--- src/rx_los_pkg.sv ---
/*
 * Constants for the receive-section interrupt logic of one E3 framer
 * channel: register offsets, field positions, reset values and line
 * run lengths.
 * Assumes 8-bit registers on a plain strobe port.
 */
`default_nettype none
package rx_los_pkg;
   localparam int ADDR_W = 8;
   localparam int DATA_W = 8;

   // register offsets
   localparam logic [7:0] OFS_BLK_IE   = 8'h04;
   localparam logic [7:0] OFS_RX_CFG   = 8'h11;
   localparam logic [7:0] OFS_RX_IE1   = 8'h12;
   localparam logic [7:0] OFS_RX_IE2   = 8'h13;
   localparam logic [7:0] OFS_RX_ST1   = 8'h14;
   localparam logic [7:0] OFS_RX_ST2   = 8'h15;
   localparam logic [7:0] OFS_RX_CLR1  = 8'h16;
   localparam logic [7:0] OFS_RX_CLR2  = 8'h17;

   // field positions
   localparam int BIT_BLK_RX   = 7;
   localparam int BIT_BLK_TX   = 1;
   localparam int BIT_BLK_SEC  = 0;
   localparam int BIT_CFG_ALGO = 7;
   localparam int BIT_CFG_LOSS = 4;

   // source positions in the combined source vector
   localparam int SRC_AIS   = 0;
   localparam int SRC_LOSS  = 1;
   localparam int SRC_LOF   = 2;
   localparam int SRC_OOF   = 3;
   localparam int SRC_ALIGN = 4;
   localparam int SRC_NUM   = 10;
   localparam int SRC_ONE_W = 5;
   localparam int SRC_TWO_W = 5;

   // reset values
   localparam logic [7:0] RST_BLK_IE = 8'h00;
   localparam logic [4:0] RST_RX_IE  = 5'h00;
   localparam logic       RST_ALGO   = 1'b0;
   localparam logic [7:0] RST_RDATA  = 8'h00;

   // line run lengths, in line bits
   localparam int ZERO_RUN_LEN = 32;
   localparam int CLEAN_SPAN   = 32;
   localparam int QUIET_RUN    = 4;
endpackage
`default_nettype wire

--- src/rx_e3_los_interrupt_logic.sv ---
/*
 * Receive-section interrupt logic of one E3 framer channel: loss of
 * signal detection from the line interface pin and the line rails,
 * sticky status, source and block enables, one active-low request.
 * Assumes all inputs synchronous to mclk, one line bit per cycle with
 * line_bit_valid high, other source events as one-cycle pulses.
 */
// The implementer's own choice: the address-and-strobe port.
`timescale 1ns/1ps
`default_nettype none

module rx_e3_los_interrupt_logic
#(
   parameter int ZERO_RUN = rx_los_pkg::ZERO_RUN_LEN,
   parameter int CLEAN    = rx_los_pkg::CLEAN_SPAN,
   parameter int QUIET    = rx_los_pkg::QUIET_RUN
)
(
   input  wire logic                          mclk,
   input  wire logic                          rst_n,
   input  wire logic [rx_los_pkg::ADDR_W-1:0] addr,
   input  wire logic [rx_los_pkg::DATA_W-1:0] wdata,
   input  wire logic                          wr_en,
   input  wire logic                          rd_en,
   output logic      [rx_los_pkg::DATA_W-1:0] rdata,
   input  wire logic                          line_loss_indicator_in,
   input  wire logic                          rx_line_positive_rail,
   input  wire logic                          rx_line_negative_rail,
   input  wire logic                          line_bit_valid,
   input  wire logic [3:0]                    one_events_in,
   input  wire logic [4:0]                    two_events_in,
   output logic                               signal_loss_state_flag,
   output logic                               irq_n
);
   import rx_los_pkg::*;

   localparam int CNT_W = $clog2(ZERO_RUN + CLEAN + 1);
   localparam logic [CNT_W-1:0] ZERO_LAST = CNT_W'(ZERO_RUN - 1);
   localparam logic [CNT_W-1:0] CLEAN_LAST = CNT_W'(CLEAN - 1);
   localparam logic [CNT_W-1:0] QUIET_LAST = CNT_W'(QUIET - 1);

   // a quiet run longer than the zero run would never restart the clean span
   if (ZERO_RUN < 2 || CLEAN < 2 || QUIET < 1 || QUIET > CLEAN
       || QUIET > ZERO_RUN)
   begin : g_bad_runs
      $error("rx_e3_los_interrupt_logic: bad run length parameters");
   end

   logic [7:0]         blk_ie;
   logic               algo_sel;
   logic [SRC_NUM-1:0] src_en;
   logic [SRC_NUM-1:0] stat;
   logic [SRC_NUM-1:0] ev;
   logic [SRC_NUM-1:0] clr;
   logic [CNT_W-1:0]   zero_run;
   logic [CNT_W-1:0]   clean_cnt;
   logic               pin_q;
   logic               zero_bit;
   logic               zero_hit;
   logic               quiet_hit;
   logic               clean_hit;
   logic               declare;
   logic               release_loss;
   logic               next_loss;
   logic               loss_event;
   logic               blk_rx;

   assign blk_rx = blk_ie[BIT_BLK_RX];

   // line run detection
   assign zero_bit  = ~rx_line_positive_rail & ~rx_line_negative_rail;
   assign zero_hit  = line_bit_valid & zero_bit & (zero_run == ZERO_LAST);
   assign quiet_hit = line_bit_valid & zero_bit & (zero_run >= QUIET_LAST);
   assign clean_hit = line_bit_valid & ~quiet_hit
                      & (clean_cnt == CLEAN_LAST);

   always_ff @(posedge mclk)
   begin
      if (!rst_n)
         zero_run <= '0;
      else if (line_bit_valid)
      begin
         if (!zero_bit)
            zero_run <= '0;
         else if (zero_run != ZERO_LAST)
            zero_run <= zero_run + 1'b1;
      end
   end

   // bits seen since the last completed run of quiet zeros or the last full clean span
   always_ff @(posedge mclk)
   begin
      if (!rst_n)
         clean_cnt <= '0;
      else if (line_bit_valid)
      begin
         if (quiet_hit)
            clean_cnt <= '0;
         else if (clean_cnt == CLEAN_LAST)
            clean_cnt <= '0;
         else
            clean_cnt <= clean_cnt + 1'b1;
      end
   end

   always_ff @(posedge mclk)
   begin
      if (!rst_n)
         pin_q <= 1'b0;
      else
         pin_q <= line_loss_indicator_in;
   end

   // declaration wins over clearance in the same cycle
   assign declare = line_loss_indicator_in | zero_hit;
   assign release_loss = (pin_q & ~line_loss_indicator_in)
                         | clean_hit;

   always_comb
   begin
      next_loss = signal_loss_state_flag;
      if (declare)
         next_loss = 1'b1;
      else if (release_loss)
         next_loss = 1'b0;
   end

   always_ff @(posedge mclk)
   begin
      if (!rst_n)
         signal_loss_state_flag <= 1'b0;
      else
         signal_loss_state_flag <= next_loss;
   end

   // both declaration and clearance are change events
   assign loss_event = next_loss != signal_loss_state_flag;

   // combined source vector
   assign ev = {two_events_in, one_events_in[3:1],
                loss_event, one_events_in[0]};

   // status clears: read of a status register or write-one clear
   always_comb
   begin
      clr = '0;
      if (rd_en && addr == OFS_RX_ST1)
         clr[SRC_ONE_W-1:0] = '1;
      if (rd_en && addr == OFS_RX_ST2)
         clr[SRC_NUM-1:SRC_ONE_W] = '1;
      if (wr_en && addr == OFS_RX_CLR1)
         clr[SRC_ONE_W-1:0] = clr[SRC_ONE_W-1:0] | wdata[SRC_ONE_W-1:0];
      if (wr_en && addr == OFS_RX_CLR2)
         clr[SRC_NUM-1:SRC_ONE_W] = clr[SRC_NUM-1:SRC_ONE_W]
                                    | wdata[SRC_TWO_W-1:0];
   end

   // sticky status, a set beats a clear
   generate
      for (genvar i = 0; i < SRC_NUM; i++)
      begin : g_stat
         always_ff @(posedge mclk)
         begin
            if (!rst_n)
               stat[i] <= 1'b0;
            else if (ev[i] && src_en[i])
               stat[i] <= 1'b1;
            else if (clr[i])
               stat[i] <= 1'b0;
         end
      end
   endgenerate

   // register writes
   always_ff @(posedge mclk)
   begin
      if (!rst_n)
         blk_ie <= RST_BLK_IE;
      else if (wr_en && addr == OFS_BLK_IE)
      begin
         blk_ie <= '0;
         blk_ie[BIT_BLK_RX]  <= wdata[BIT_BLK_RX];
         blk_ie[BIT_BLK_TX]  <= wdata[BIT_BLK_TX];
         blk_ie[BIT_BLK_SEC] <= wdata[BIT_BLK_SEC];
      end
   end

   always_ff @(posedge mclk)
   begin
      if (!rst_n)
         src_en <= {RST_RX_IE, RST_RX_IE};
      else
      begin
         if (wr_en && addr == OFS_RX_IE1)
            src_en[SRC_ONE_W-1:0] <= wdata[SRC_ONE_W-1:0];
         if (wr_en && addr == OFS_RX_IE2)
            src_en[SRC_NUM-1:SRC_ONE_W] <= wdata[SRC_TWO_W-1:0];
      end
   end

   always_ff @(posedge mclk)
   begin
      if (!rst_n)
         algo_sel <= RST_ALGO;
      else if (wr_en && addr == OFS_RX_CFG)
         algo_sel <= wdata[BIT_CFG_ALGO];
   end

   // read data, valid the cycle after the read strobe only
   always_ff @(posedge mclk)
   begin
      if (!rst_n)
         rdata <= RST_RDATA;
      else if (!rd_en)
         rdata <= '0;
      else
      begin
         unique case (addr)
            OFS_BLK_IE: rdata <= blk_ie;
            OFS_RX_CFG: rdata <= {algo_sel, 2'h0,
                                  signal_loss_state_flag, 4'h0};
            OFS_RX_IE1: rdata <= {3'h0, src_en[SRC_ONE_W-1:0]};
            OFS_RX_IE2: rdata <= {3'h0, src_en[SRC_NUM-1:SRC_ONE_W]};
            OFS_RX_ST1: rdata <= {3'h0, stat[SRC_ONE_W-1:0]};
            OFS_RX_ST2: rdata <= {3'h0, stat[SRC_NUM-1:SRC_ONE_W]};
            default:    rdata <= '0;
         endcase
      end
   end

   // two-tier gating onto the request
   always_ff @(posedge mclk)
   begin
      if (!rst_n)
         irq_n <= 1'b1;
      else
         irq_n <= ~(blk_rx & |(stat & src_en));
   end

   a_pin_declares: assert property (
      @(posedge mclk) disable iff (!rst_n)
      line_loss_indicator_in |=> signal_loss_state_flag)
      else $error("loss not declared while pin high");

   a_zero_run_declares: assert property (
      @(posedge mclk) disable iff (!rst_n)
      zero_hit |=> signal_loss_state_flag)
      else $error("zero run did not declare loss");

   a_pin_low_clears: assert property (
      @(posedge mclk) disable iff (!rst_n)
      $fell(line_loss_indicator_in) && !zero_hit |=> !signal_loss_state_flag)
      else $error("pin fall did not clear loss");

   a_clean_span_clears: assert property (
      @(posedge mclk) disable iff (!rst_n)
      clean_hit && !line_loss_indicator_in |=> !signal_loss_state_flag)
      else $error("clean span did not clear loss");

   a_loss_status_set: assert property (
      @(posedge mclk) disable iff (!rst_n)
      $changed(signal_loss_state_flag) && $past(src_en[SRC_LOSS])
      |-> stat[SRC_LOSS])
      else $error("loss change did not set status");

   a_block_gate_off: assert property (
      @(posedge mclk) disable iff (!rst_n)
      !blk_rx |=> irq_n)
      else $error("request while block disabled");

   a_request_asserts: assert property (
      @(posedge mclk) disable iff (!rst_n)
      blk_rx && (stat[SRC_LOSS] && src_en[SRC_LOSS]) |=> !irq_n)
      else $error("qualified status did not pull request low");

   a_read_clears_status: assert property (
      @(posedge mclk) disable iff (!rst_n)
      rd_en && addr == OFS_RX_ST1 && ev[SRC_ONE_W-1:0] == '0
      |=> stat[SRC_ONE_W-1:0] == '0 ##1 irq_n || |stat)
      else $error("status read did not clear");

   a_loss_readback: assert property (
      @(posedge mclk) disable iff (!rst_n)
      rd_en && addr == OFS_RX_CFG
      |=> rdata[BIT_CFG_LOSS] == $past(signal_loss_state_flag))
      else $error("loss state readback wrong");

   a_block_enable_write: assert property (
      @(posedge mclk) disable iff (!rst_n)
      wr_en && addr == OFS_BLK_IE |=> blk_rx == $past(wdata[BIT_BLK_RX]))
      else $error("block enable write lost");

   a_source_enable_write: assert property (
      @(posedge mclk) disable iff (!rst_n)
      wr_en && addr == OFS_RX_IE1
      |=> src_en[SRC_LOSS] == $past(wdata[SRC_LOSS]))
      else $error("source enable write lost");

   a_source_gate: assert property (
      @(posedge mclk) disable iff (!rst_n)
      !src_en[SRC_LOSS] && !stat[SRC_LOSS] |=> !stat[SRC_LOSS])
      else $error("status set while source disabled");

   a_event_sets_status: assert property (
      @(posedge mclk) disable iff (!rst_n)
      one_events_in[0] && src_en[SRC_AIS] |=> stat[SRC_AIS])
      else $error("enabled event did not set status");

   a_no_source_quiet: assert property (
      @(posedge mclk) disable iff (!rst_n)
      (stat & src_en) == '0 |=> irq_n)
      else $error("request without an enabled source");

   c_pattern_declare: cover property (
      @(posedge mclk) disable iff (!rst_n)
      zero_hit && !line_loss_indicator_in ##1 signal_loss_state_flag);

   c_pattern_clear: cover property (
      @(posedge mclk) disable iff (!rst_n)
      clean_hit && signal_loss_state_flag ##1 !signal_loss_state_flag);

   c_request_low: cover property (
      @(posedge mclk) disable iff (!rst_n)
      $fell(irq_n));

   c_read_release: cover property (
      @(posedge mclk) disable iff (!rst_n)
      !irq_n && rd_en && addr == OFS_RX_ST1 ##2 irq_n);
endmodule
`default_nettype wire

--- config.mk ---
export PLATFORM = sky130hd
export DESIGN_NAME = rx_e3_los_interrupt_logic
export DESIGN_NICKNAME = d
export VERILOG_FILES = /design/src/rx_los_pkg.sv /design/src/rx_e3_los_interrupt_logic.sv
export SDC_FILE = /design/constraint.sdc
export NUM_CORES = 1
export LEC_CHECK = 0
export BUFFER_PORTS_ARGS = -buffer_cell sky130_fd_sc_hd__buf_2
export CELL_PAD_IN_SITES_DETAIL_PLACEMENT = 1
export CELL_PAD_IN_SITES_GLOBAL_PLACEMENT = 1
export CORE_ASPECT_RATIO = 0.8
export CORE_MARGIN = 5
export CORE_UTILIZATION = 45
export CTS_CLUSTER_SIZE = 28
export DETAILED_ROUTE_END_ITERATION = 10
export PLACE_DENSITY_LB_ADDON = 0.15
export SLEW_MARGIN = 5
export SYNTH_ARGS = -nofsm -noshare
export SYNTH_HDL_FRONTEND = slang
export SYNTH_SLANG_ARGS = --single-unit
--- constraint.sdc ---
create_clock -name mclk -period 3.4 [get_ports mclk]
set_input_delay 0.68 -clock mclk [delete_from_list [all_inputs] [get_ports mclk]]
set_output_delay 0.68 -clock mclk [all_outputs]
set_load 0.01 [all_outputs]
==> results.yml, run 1 <==
status:
  status: "complete, no violations"
clock_network:
  cts.sinks: 47
  cts_made_buffers: 5
  cts_setup_buffers: 0
  cts-root-buf: "clkbuf_8"
  clockBufferDepth: 2
  clock_latency_ns: 0.30
  tritoncts: "done"
  ctsResizeCount: 0
  htree_levels: 2
  cts_hold_buf: 0
  path_clk_slew_ns: 0.09
sta:
  rsz0062_at_grt: "no"
  fin_crit_ns: 2.34
  maxSlewHeadroom: 0.403
  report.final.hold_viol_count: 0
  clock_skew_ns: 0.00577
  fin_crit_sh: 0.688
  fmax_mhz: 428
  drv_slew: 0
  finalSetupViolations: 0
  setup_tns_ns: 0
  worstMarginPinSlew_ns: 0.881
power:
  p_leak_nw: 1.06
  peakVddDrop_v: 0.000224
  power-per-cell-area_nw_per_um2: 365
place:
  dpl.cell_count: 352
  io_buffers: 38
  gp_congestion: 0.827
  dp_hpwl_microns: 4800
yosys:
  ys_async_sr_fraction: 0
  yosysSeqAreaShare: 0.396
  yosys_warnings: 0
  synthCells: 263
  synthTopCellsByArea: "dfxtp_1 40%, mux2i_1 7.2%, nor2_1 3.3%"
  synth_common_cells: "47 x dfxtp_1, 21 x nor2_1, 17 x mux2i_1, 16 x nand2_1, 12 x nand3_1"
  syn-cell-area_sq_um: 2370
  synth_top_cell_by_area: "dfxtp_1"
  ys_ff_latch: 47
  synth_cell_type_count: 59
  synth_ff_type: "dfxtp_1"
  synth_edf_count: 0
  yosysMostFrequentCell: "dfxtp_1"
  netlist.area_leader.share: 0.396
  syn-mean-instance-area_sq_um: 9.03
drt:
  vias: 2223
  avgRoutedWirePerCell_microns: 18.8
  remaining_drc_errors: 0
  routed_wl_microns: 6740
  drt_first_iter_violations: 155
  drtPass1Iterations: 4
  ant_nets: 0
  viasPerCell: 6.21
finish:
  stdcell_count: 358
  fin_util: 0.525
  num_antenna_cells: 0
  nets: 332
  drive_above_1_share: 0.199
  area_delta_synth_final_pct: 11.9
worst_hold_path:
  holdPathStages: 1
  min_to: "irq_n"
  min_from: "blk_ie[7]"
  hp-class: "flop to flop"
worst_setup_path:
  cp.arrival_ns: 2.53
  rrSetupSlack_ns: 1.25
  r2r_start: "zero_run[0]"
  crit_path_end_kind: "flop"
  setup.worst_path.start_class: "primary input"
  required_ns: 3.59
  reg2reg_to: "clean_cnt[3]"
  criticalPathCategory: "primary input to flop"
  rr_worst_depth: 5
  path_max_fanout: 5
floorplanning:
  dieHeight_microns: 75.0
  die_w_microns: 91.2
  rows: 23
  design.die.area_sq_um: 6840
  core_sq_um: 5060
  start_util: 0.469
  io_pins: 43
global_routing:
  grt_start_max_net_pins: 26
  antenna_found_initial: 0
  grt_pass1_vias: 2171
  grt-ovfl-total: 0
  grt_use_total: 0.204
  grt_pass1_wl_microns: 11100
job:
  maxCapViolations: 0
-- flip-flops by register name (all words and copies together) (netlist names) --
signal                  flops
src_en                     10
stat                       10
clean_cnt                   7
zero_run                    7
rdata                       6
blk_ie                      3
algo_sel                    1
irq_n                       1
pin_q                       1
signal_loss_state_flag      1
-- area by class of cell --
type,instances,area (sq um)
sequential,47,941
inverter,6,22.5
timing repair buffer,40,205
tap,62,77.6
multi-input combinational,197,1340
fill,616,2410
clock buffer,6,72.6
-- critical path: stages --
cell and delay, ns:
buf_2 0.11, or4_1 0.59, nor4_2 0.70, a21boi_0 0.22
a32o_1 0.23
-- placed cells by master (no fill, tap or decap), drive strengths merged, types with 3 or more instances in the layout --
cell and n:
buf 40, xor2 4, clkbuf 6, nor2b 5, nor4 5, nor3 7
a21boi 5, o21ai 6, a21oi 10, nor3b 4, inv 5, and3 8
nand2 16, nand4 10, or4 3, a31o 5, a22oi 7, dfxtp 47
mux2i 17, a31oi 3, o211ai 3, a32o 7, nor2 21, nand3 12
-- power breakdown --
part,switching [mW],internal [mW]
registers,0.00436,0.554
logic,0.0599,0.0325
clock network,0.182,0.138
total,0.246,0.724
-- cells by family (layout without fill, tap and decap cells) --
family | after synthesis | in the layout | share of synthesized area
and+or+nand+nor | 103 | 103 | 0.241
DFF | 47 | 47 | 0.396
adders and majority gates | 2 | 2 | 0.0105
muxes | 18 | 18 | 0.0764
AOI/OAI and AO/OA | 67 | 67 | 0.214
xor gates and xnor gates | 5 | 5 | 0.0184
other | 1 | 2 | 0.00158
buffers and inverters | 20 | 52 | 0.0416
-- per-stage QoR --
step           power (mW)  setup WS (ns)  instance area, sq um  hold slack (ns)
2_1_floorplan       0.625           1.31                  2380            0.381
3_3_place_gp        0.662          0.835                  2580            0.420
3_5_place_dp        0.663          0.804                  2580            0.413
4_1_cts             0.980           1.07                  2660            0.438
5_1_grt              1.02           1.05                  2660            0.459
6_report            0.970           1.06                  2660            0.439
-- routing by layer --
metal | part of all wire | wire [microns] | GRT usage
met5 | 0 | 0 | 0
met4 | 0.0098 | 66 | 0.0537
met3 | 0.065 | 439 | 0.0400
met2 | 0.43 | 2930 | 0.304
met1 | 0.49 | 3300 | 0.301
-- worst max path at each step --
stage                 start       to  slack (ns)
floorplan           addr[5]  stat[0]        1.31
global placement    addr[5]  stat[7]        0.84
detailed placement  addr[5]  stat[5]        0.80
CTS                 addr[5]  stat[7]        1.07
global route        addr[5]  stat[7]        1.05
finish              addr[5]  stat[7]        1.06
(Power assumes the default switching activity.)
==> run 2, diff against run 1 <==
--- a/config.mk
+++ b/config.mk
@@ -10,7 +10,7 @@
 export CELL_PAD_IN_SITES_GLOBAL_PLACEMENT = 1
 export CORE_ASPECT_RATIO = 0.8
 export CORE_MARGIN = 5
-export CORE_UTILIZATION = 45
+export CORE_UTILIZATION = 42
 export CTS_CLUSTER_SIZE = 28
 export DETAILED_ROUTE_END_ITERATION = 10
 export PLACE_DENSITY_LB_ADDON = 0.15
==> constraint.sdc (replaced) <==
create_clock -name mclk -period 2.4 [get_ports mclk]
set_input_delay 0.48 -clock mclk [delete_from_list [all_inputs] [get_ports mclk]]
set_output_delay 0.48 -clock mclk [all_outputs]
set_load 0.01 [all_outputs]
==> run 2 against run 1 <==
  * Core utilization is 1.9 points lower
  * Clock power is 65% higher
  * Largest power group unchanged
  * Via count is 0.85% higher
==> results.yml, run 2 (synthesis gave the netlist of run 1 again) <==
drt:
  ant_nets: 0
  viasPerCell: 5.84
  drtPass1Iterations: 4
  drt_first_iter_violations: 167
  routed_wl_microns: 6760
  remaining_drc_errors: 0
  avgRoutedWirePerCell_microns: 17.6
  vias: 2242
finish:
  mostFrequentLayoutCells: "47 x dfxtp_1, 38 x buf_2, 21 x nor2_1, 17 x mux2i_1, 16 x nand2_1"
  final_common_cell: "dfxtp_1"
  design_area_sq_um: 2770
  area_delta_synth_final_pct: 16.4
  drive_above_1_share: 0.225
  num_antenna_cells: 0
  reg_top3: "src_en (10), stat (10)"
  nets: 340
  stdcell_count: 384
worst_setup_path:
  startpoint: "zero_run[0]"
  crit_buf_inv: 0
  crit_path_end_kind: "flop"
  setup.worst_path.start_class: "flop"
  criticalPathCategory: "flop to flop"
  path_max_fanout: 6
  rrSetupSlack_ns: 0.29
  required_ns: 2.59
  crit_path_cell_trace: "ha_1 -> nor4_1 -> a211oi_1 -> nor2_1 -> a221o_1"
  r2r_start: "zero_run[0]"
  slowest_delay_ns: 0.69
  critPathTopFamily: "compound AO/OA/AOI/OAI gates"
  cpMaxStageDelayCell: "a211oi_1"
  cp.arrival_ns: 2.31
clock_network:
  ctsResizeCount: 0
  htree_levels: 2
  path_clk_slew_ns: 0.08
  cts-root-buf: "clkbuf_8"
  clock_latency_ns: 0.30
  cts_hold_buf: 0
  cts_setup_buffers: 0
  clockBufferDepth: 2
  cts.sinks: 47
  tritoncts: "done"
  cts_made_buffers: 5
sta:
  clock_skew_ns: 0.00486
  setup_tns_ns: 0
  maxSlewHeadroom: 0.478
  report.final.hold_viol_count: 0
  fmax_mhz: 473
  drv_slew: 0
  finalSetupViolations: 0
  worstMarginPinSlew_ns: 0.778
  fin_crit_sh: 0.880
  rsz0062_at_grt: "no"
  fin_crit_ns: 2.11
floorplanning:
  dieHeight_microns: 77.3
  design.die.area_sq_um: 7270
  die_w_microns: 94.1
  core_sq_um: 5470
  rows: 24
  start_util: 0.435
  io_pins: 43
global_routing:
  grt_start_max_net_pins: 20
  grt_pass1_wl_microns: 11000
  grt-ovfl-total: 0
  antenna_found_initial: 0
  grt_use_total: 0.190
  grt_pass1_vias: 2159
place:
  dpl.cell_count: 376
  gp_congestion: 0.782
  io_buffers: 38
  dp_hpwl_microns: 5150
  placed_area_sq_um: 2670
worst_hold_path:
  hp-class: "primary input to flop"
  min_from: "line_loss_indicator_in"
power:
  power-per-cell-area_nw_per_um2: 526
  p_leak_nw: 1.11
  peakVddDrop_v: 0.000286
job:
  maxCapViolations: 0
status:
  status: "complete, no violations"
## run 2: final cells by class
cell class	count	area, sq um
clock buffer	8	100
fill	668	2700
inverter	6	22.5
multi-input combinational	197	1340
sequential	47	941
tap	78	97.6
timing repair buffer	48	265
## run 2: through the flow
stage | setup WS [ns] | power [mW] | hold slack, ns | util
floorplan | 0.507 | 0.886 | 0.381 | -
global placement | 0.317 | 0.943 | 0.407 | 0.488
detailed placement | 0.301 | 0.944 | 0.410 | 0.488
CTS | 0.298 | 1.47 | 0.399 | 0.506
global route | 0.0675 | 1.53 | 0.403 | 0.506
finish | 0.288 | 1.45 | 0.412 | 0.506
## run 2: worst paths after layout
| path | to | depth (start not counted) |
|---|---|---|
| min | pin_q | 3 |
| max | clean_cnt[3] | 5 |
| min reg2reg | irq_n | 1 |
| max reg2reg | clean_cnt[3] | 5 |
## run 2: report_power, final
part	leakage, nW	total (mW)	internal (mW)	switching [mW]
Sequential	0.380	0.792	0.785	0.00662
Clock	0.0515	0.527	0.263	0.264
Combinational	0.682	0.135	0.0492	0.0856
Total	1.11	1.45	1.10	0.356
## run 2: tightest hold or removal path, cell delays in order
cell    delay, ns
buf_2        0.07
inv_1        0.04
nor2_1       0.08
## run 2: metal layers
metal | global-route usage | wire length [microns] | vias to the layer above
met5 | 0 | 0 | -
met3 | 0.0391 | 367 | 6
met4 | 0.0563 | 80 | 0
met2 | 0.266 | 2890 | 49
li1 | - | - | 1087
met1 | 0.287 | 3430 | 1100
==> run 3, diff against run 2 <==
--- a/config.mk
+++ b/config.mk
@@ -10,7 +10,7 @@
 export CELL_PAD_IN_SITES_GLOBAL_PLACEMENT = 1
 export CORE_ASPECT_RATIO = 0.8
 export CORE_MARGIN = 5
-export CORE_UTILIZATION = 42
+export CORE_UTILIZATION = 38
 export CTS_CLUSTER_SIZE = 28
 export DETAILED_ROUTE_END_ITERATION = 10
 export PLACE_DENSITY_LB_ADDON = 0.15
==> constraint.sdc (replaced) <==
create_clock -name mclk -period 1.9 [get_ports mclk]
set_input_delay 0.38 -clock mclk [delete_from_list [all_inputs] [get_ports mclk]]
set_output_delay 0.38 -clock mclk [all_outputs]
set_load 0.01 [all_outputs]
==> run 3 against run 2 <==
  * Fmax rose by 17%
  * Clock power rose by 13%
  * Hold slack got worse by 0.090 ns
  * Sequential power rose by 26%
  * Cell area rose by 6.0%
  * First-iteration DRC count fell by 49%
  * Critical endpoint is now clean_cnt[0]
==> results.yml, run 3 (synthesis gave the netlist of run 1 again) <==
status:
  status: "complete, no violations"
floorplanning:
  dieHeight_microns: 80.7
  rows: 25
  design.die.area_sq_um: 7940
  die_w_microns: 98.4
  start_util: 0.395
  io_pins: 43
  core_sq_um: 6010
clock_network:
  htree_levels: 2
  cts_made_buffers: 5
  cts-root-buf: "clkbuf_8"
  clockBufferDepth: 2
  path_clk_slew_ns: 0.09
  cts_setup_buffers: 0
  tritoncts: "done"
  clock_latency_ns: 0.30
  cts.sinks: 47
power:
  p_leak_nw: 1.21
  peakVddDrop_v: 0.000308
  power-per-cell-area_nw_per_um2: 609
place:
  dp_hpwl_microns: 5560
  gp_congestion: 0.821
  post-place-ws_ns: -0.0596
  io_buffers: 38
global_routing:
  grt_pass1_wl_microns: 12200
  antenna_found_initial: 0
  grt-ovfl-total: 0
  grt_start_max_net_pins: 21
  grt_pass1_vias: 2470
  grt_use_total: 0.193
worst_setup_path:
  required_ns: 2.14
  crit_path_end_kind: "flop"
  cp.arrival_ns: 2.05
  critPathTopFamily: "compound AO/OA/AOI/OAI gates"
  slowest_delay_ns: 0.51
  setup.worst_path.start_class: "flop"
  path_max_fanout: 6
  crit_path_cell_trace: "buf_4 -> a211oi_1 -> a211oi_2 -> or4_1 -> a21oi_1"
  cpMaxStageDelayCell: "or4_1"
  criticalPathCategory: "flop to flop"
  crit_buf_inv: 1
sta:
  fmax_mhz: 553
  finalSetupViolations: 0
  clock_skew_ns: 0.00339
  drv_slew: 0
  hold_ws_ns: 0.321
  rsz0062_at_grt: "no"
  fin_crit_ns: 1.81
  worstMarginPinSlew_ns: 0.718
  maxSlewHeadroom: 0.513
  fin_crit_sh: 0.951
  setup_tns_ns: 0
  final.setup.worst_slack_ns: 0.0922
  report.final.hold_viol_count: 0
drt:
  avgRoutedWirePerCell_microns: 18.1
  viasPerCell: 5.67
  routed_wl_microns: 7380
  drt_first_iter_violations: 86
  vias: 2320
  remaining_drc_errors: 0
  drtPass1Iterations: 4
  ant_nets: 0
worst_hold_path:
  hp-class: "primary input to flop"
finish:
  fin_util: 0.488
  reg_top3: "src_en (10), stat (10)"
  area_delta_synth_final_pct: 23.4
  nets: 362
  final_common_cell: "dfxtp_1"
  mostFrequentLayoutCells: "47 x dfxtp_1, 38 x buf_2, 32 x buf_4, 21 x nor2_1, 17 x mux2i_1"
  num_antenna_cells: 0
  drive_above_1_share: 0.284
job:
  maxCapViolations: 0
==> run 3: area by class of cell <==
cell class                      count  area (sq um)
Clock buffer                        7          76.3
Clock inverter                      1          5.00
Fill cell                         749          3080
Tap cell                           81           101
Sequential cell                    47           941
Multi-Input combinational cell    197          1350
Inverter                            6          22.5
Timing Repair Buffer               70           430
==> run 3: report_power, final <==
| group | switching (mW) | internal, mW |
|---|---|---|
| Clock | 0.334 | 0.259 |
| Sequential | 0.00755 | 0.992 |
| Combinational | 0.115 | 0.0778 |
| Total | 0.457 | 1.33 |
==> run 3: tightest hold or removal path: cells and delay by family <==
kind,cells,cell delay (ns)
buffers and inverters,2,0.13
AND/OR/NAND/NOR,1,0.09
==> run 3: stage by stage <==
stage          area [sq um]  total power, mW  cells
2_1_floorplan          2380             1.12    264
3_3_place_gp           2830             1.21    401
3_5_place_dp           2830             1.21    401
4_1_cts                2920             1.81    409
5_1_grt                2930             1.88    409
6_report               2930             1.79    409
==> run 3: metal layers <==
metal	up-vias	GRT usage	share of wire	wire length, microns
met1	1133	0.266	0.48	3540
met2	54	0.309	0.45	3300
met5	-	0	0	0
met3	4	0.0417	0.068	500
met4	0	0.0450	0.0057	42
li1	1129	-	-	-
==> run 3: final timing paths <==
path / endpoint / slack, ns / startpoint / depth (start not counted)
worst max register to register: clean_cnt[0] / 0.09 / zero_run[1] / 5
worst min-delay path: pin_q / 0.32 / line_loss_indicator_in / 3
worst max-delay path: clean_cnt[0] / 0.09 / zero_run[1] / 5
worst min register to register: irq_n / 0.46 / blk_ie[7] / 1
==> run 3: repair_timing <==
| action | CTS | global route |
|---|---|---|
| gates resized for setup | 1 | 3 |
| hold endpoints to repair | 0 | 0 |
| cloned | 0 | 0 |
| setup endpoints to repair | 2 | 2 |
| hold buffers | 0 | 0 |
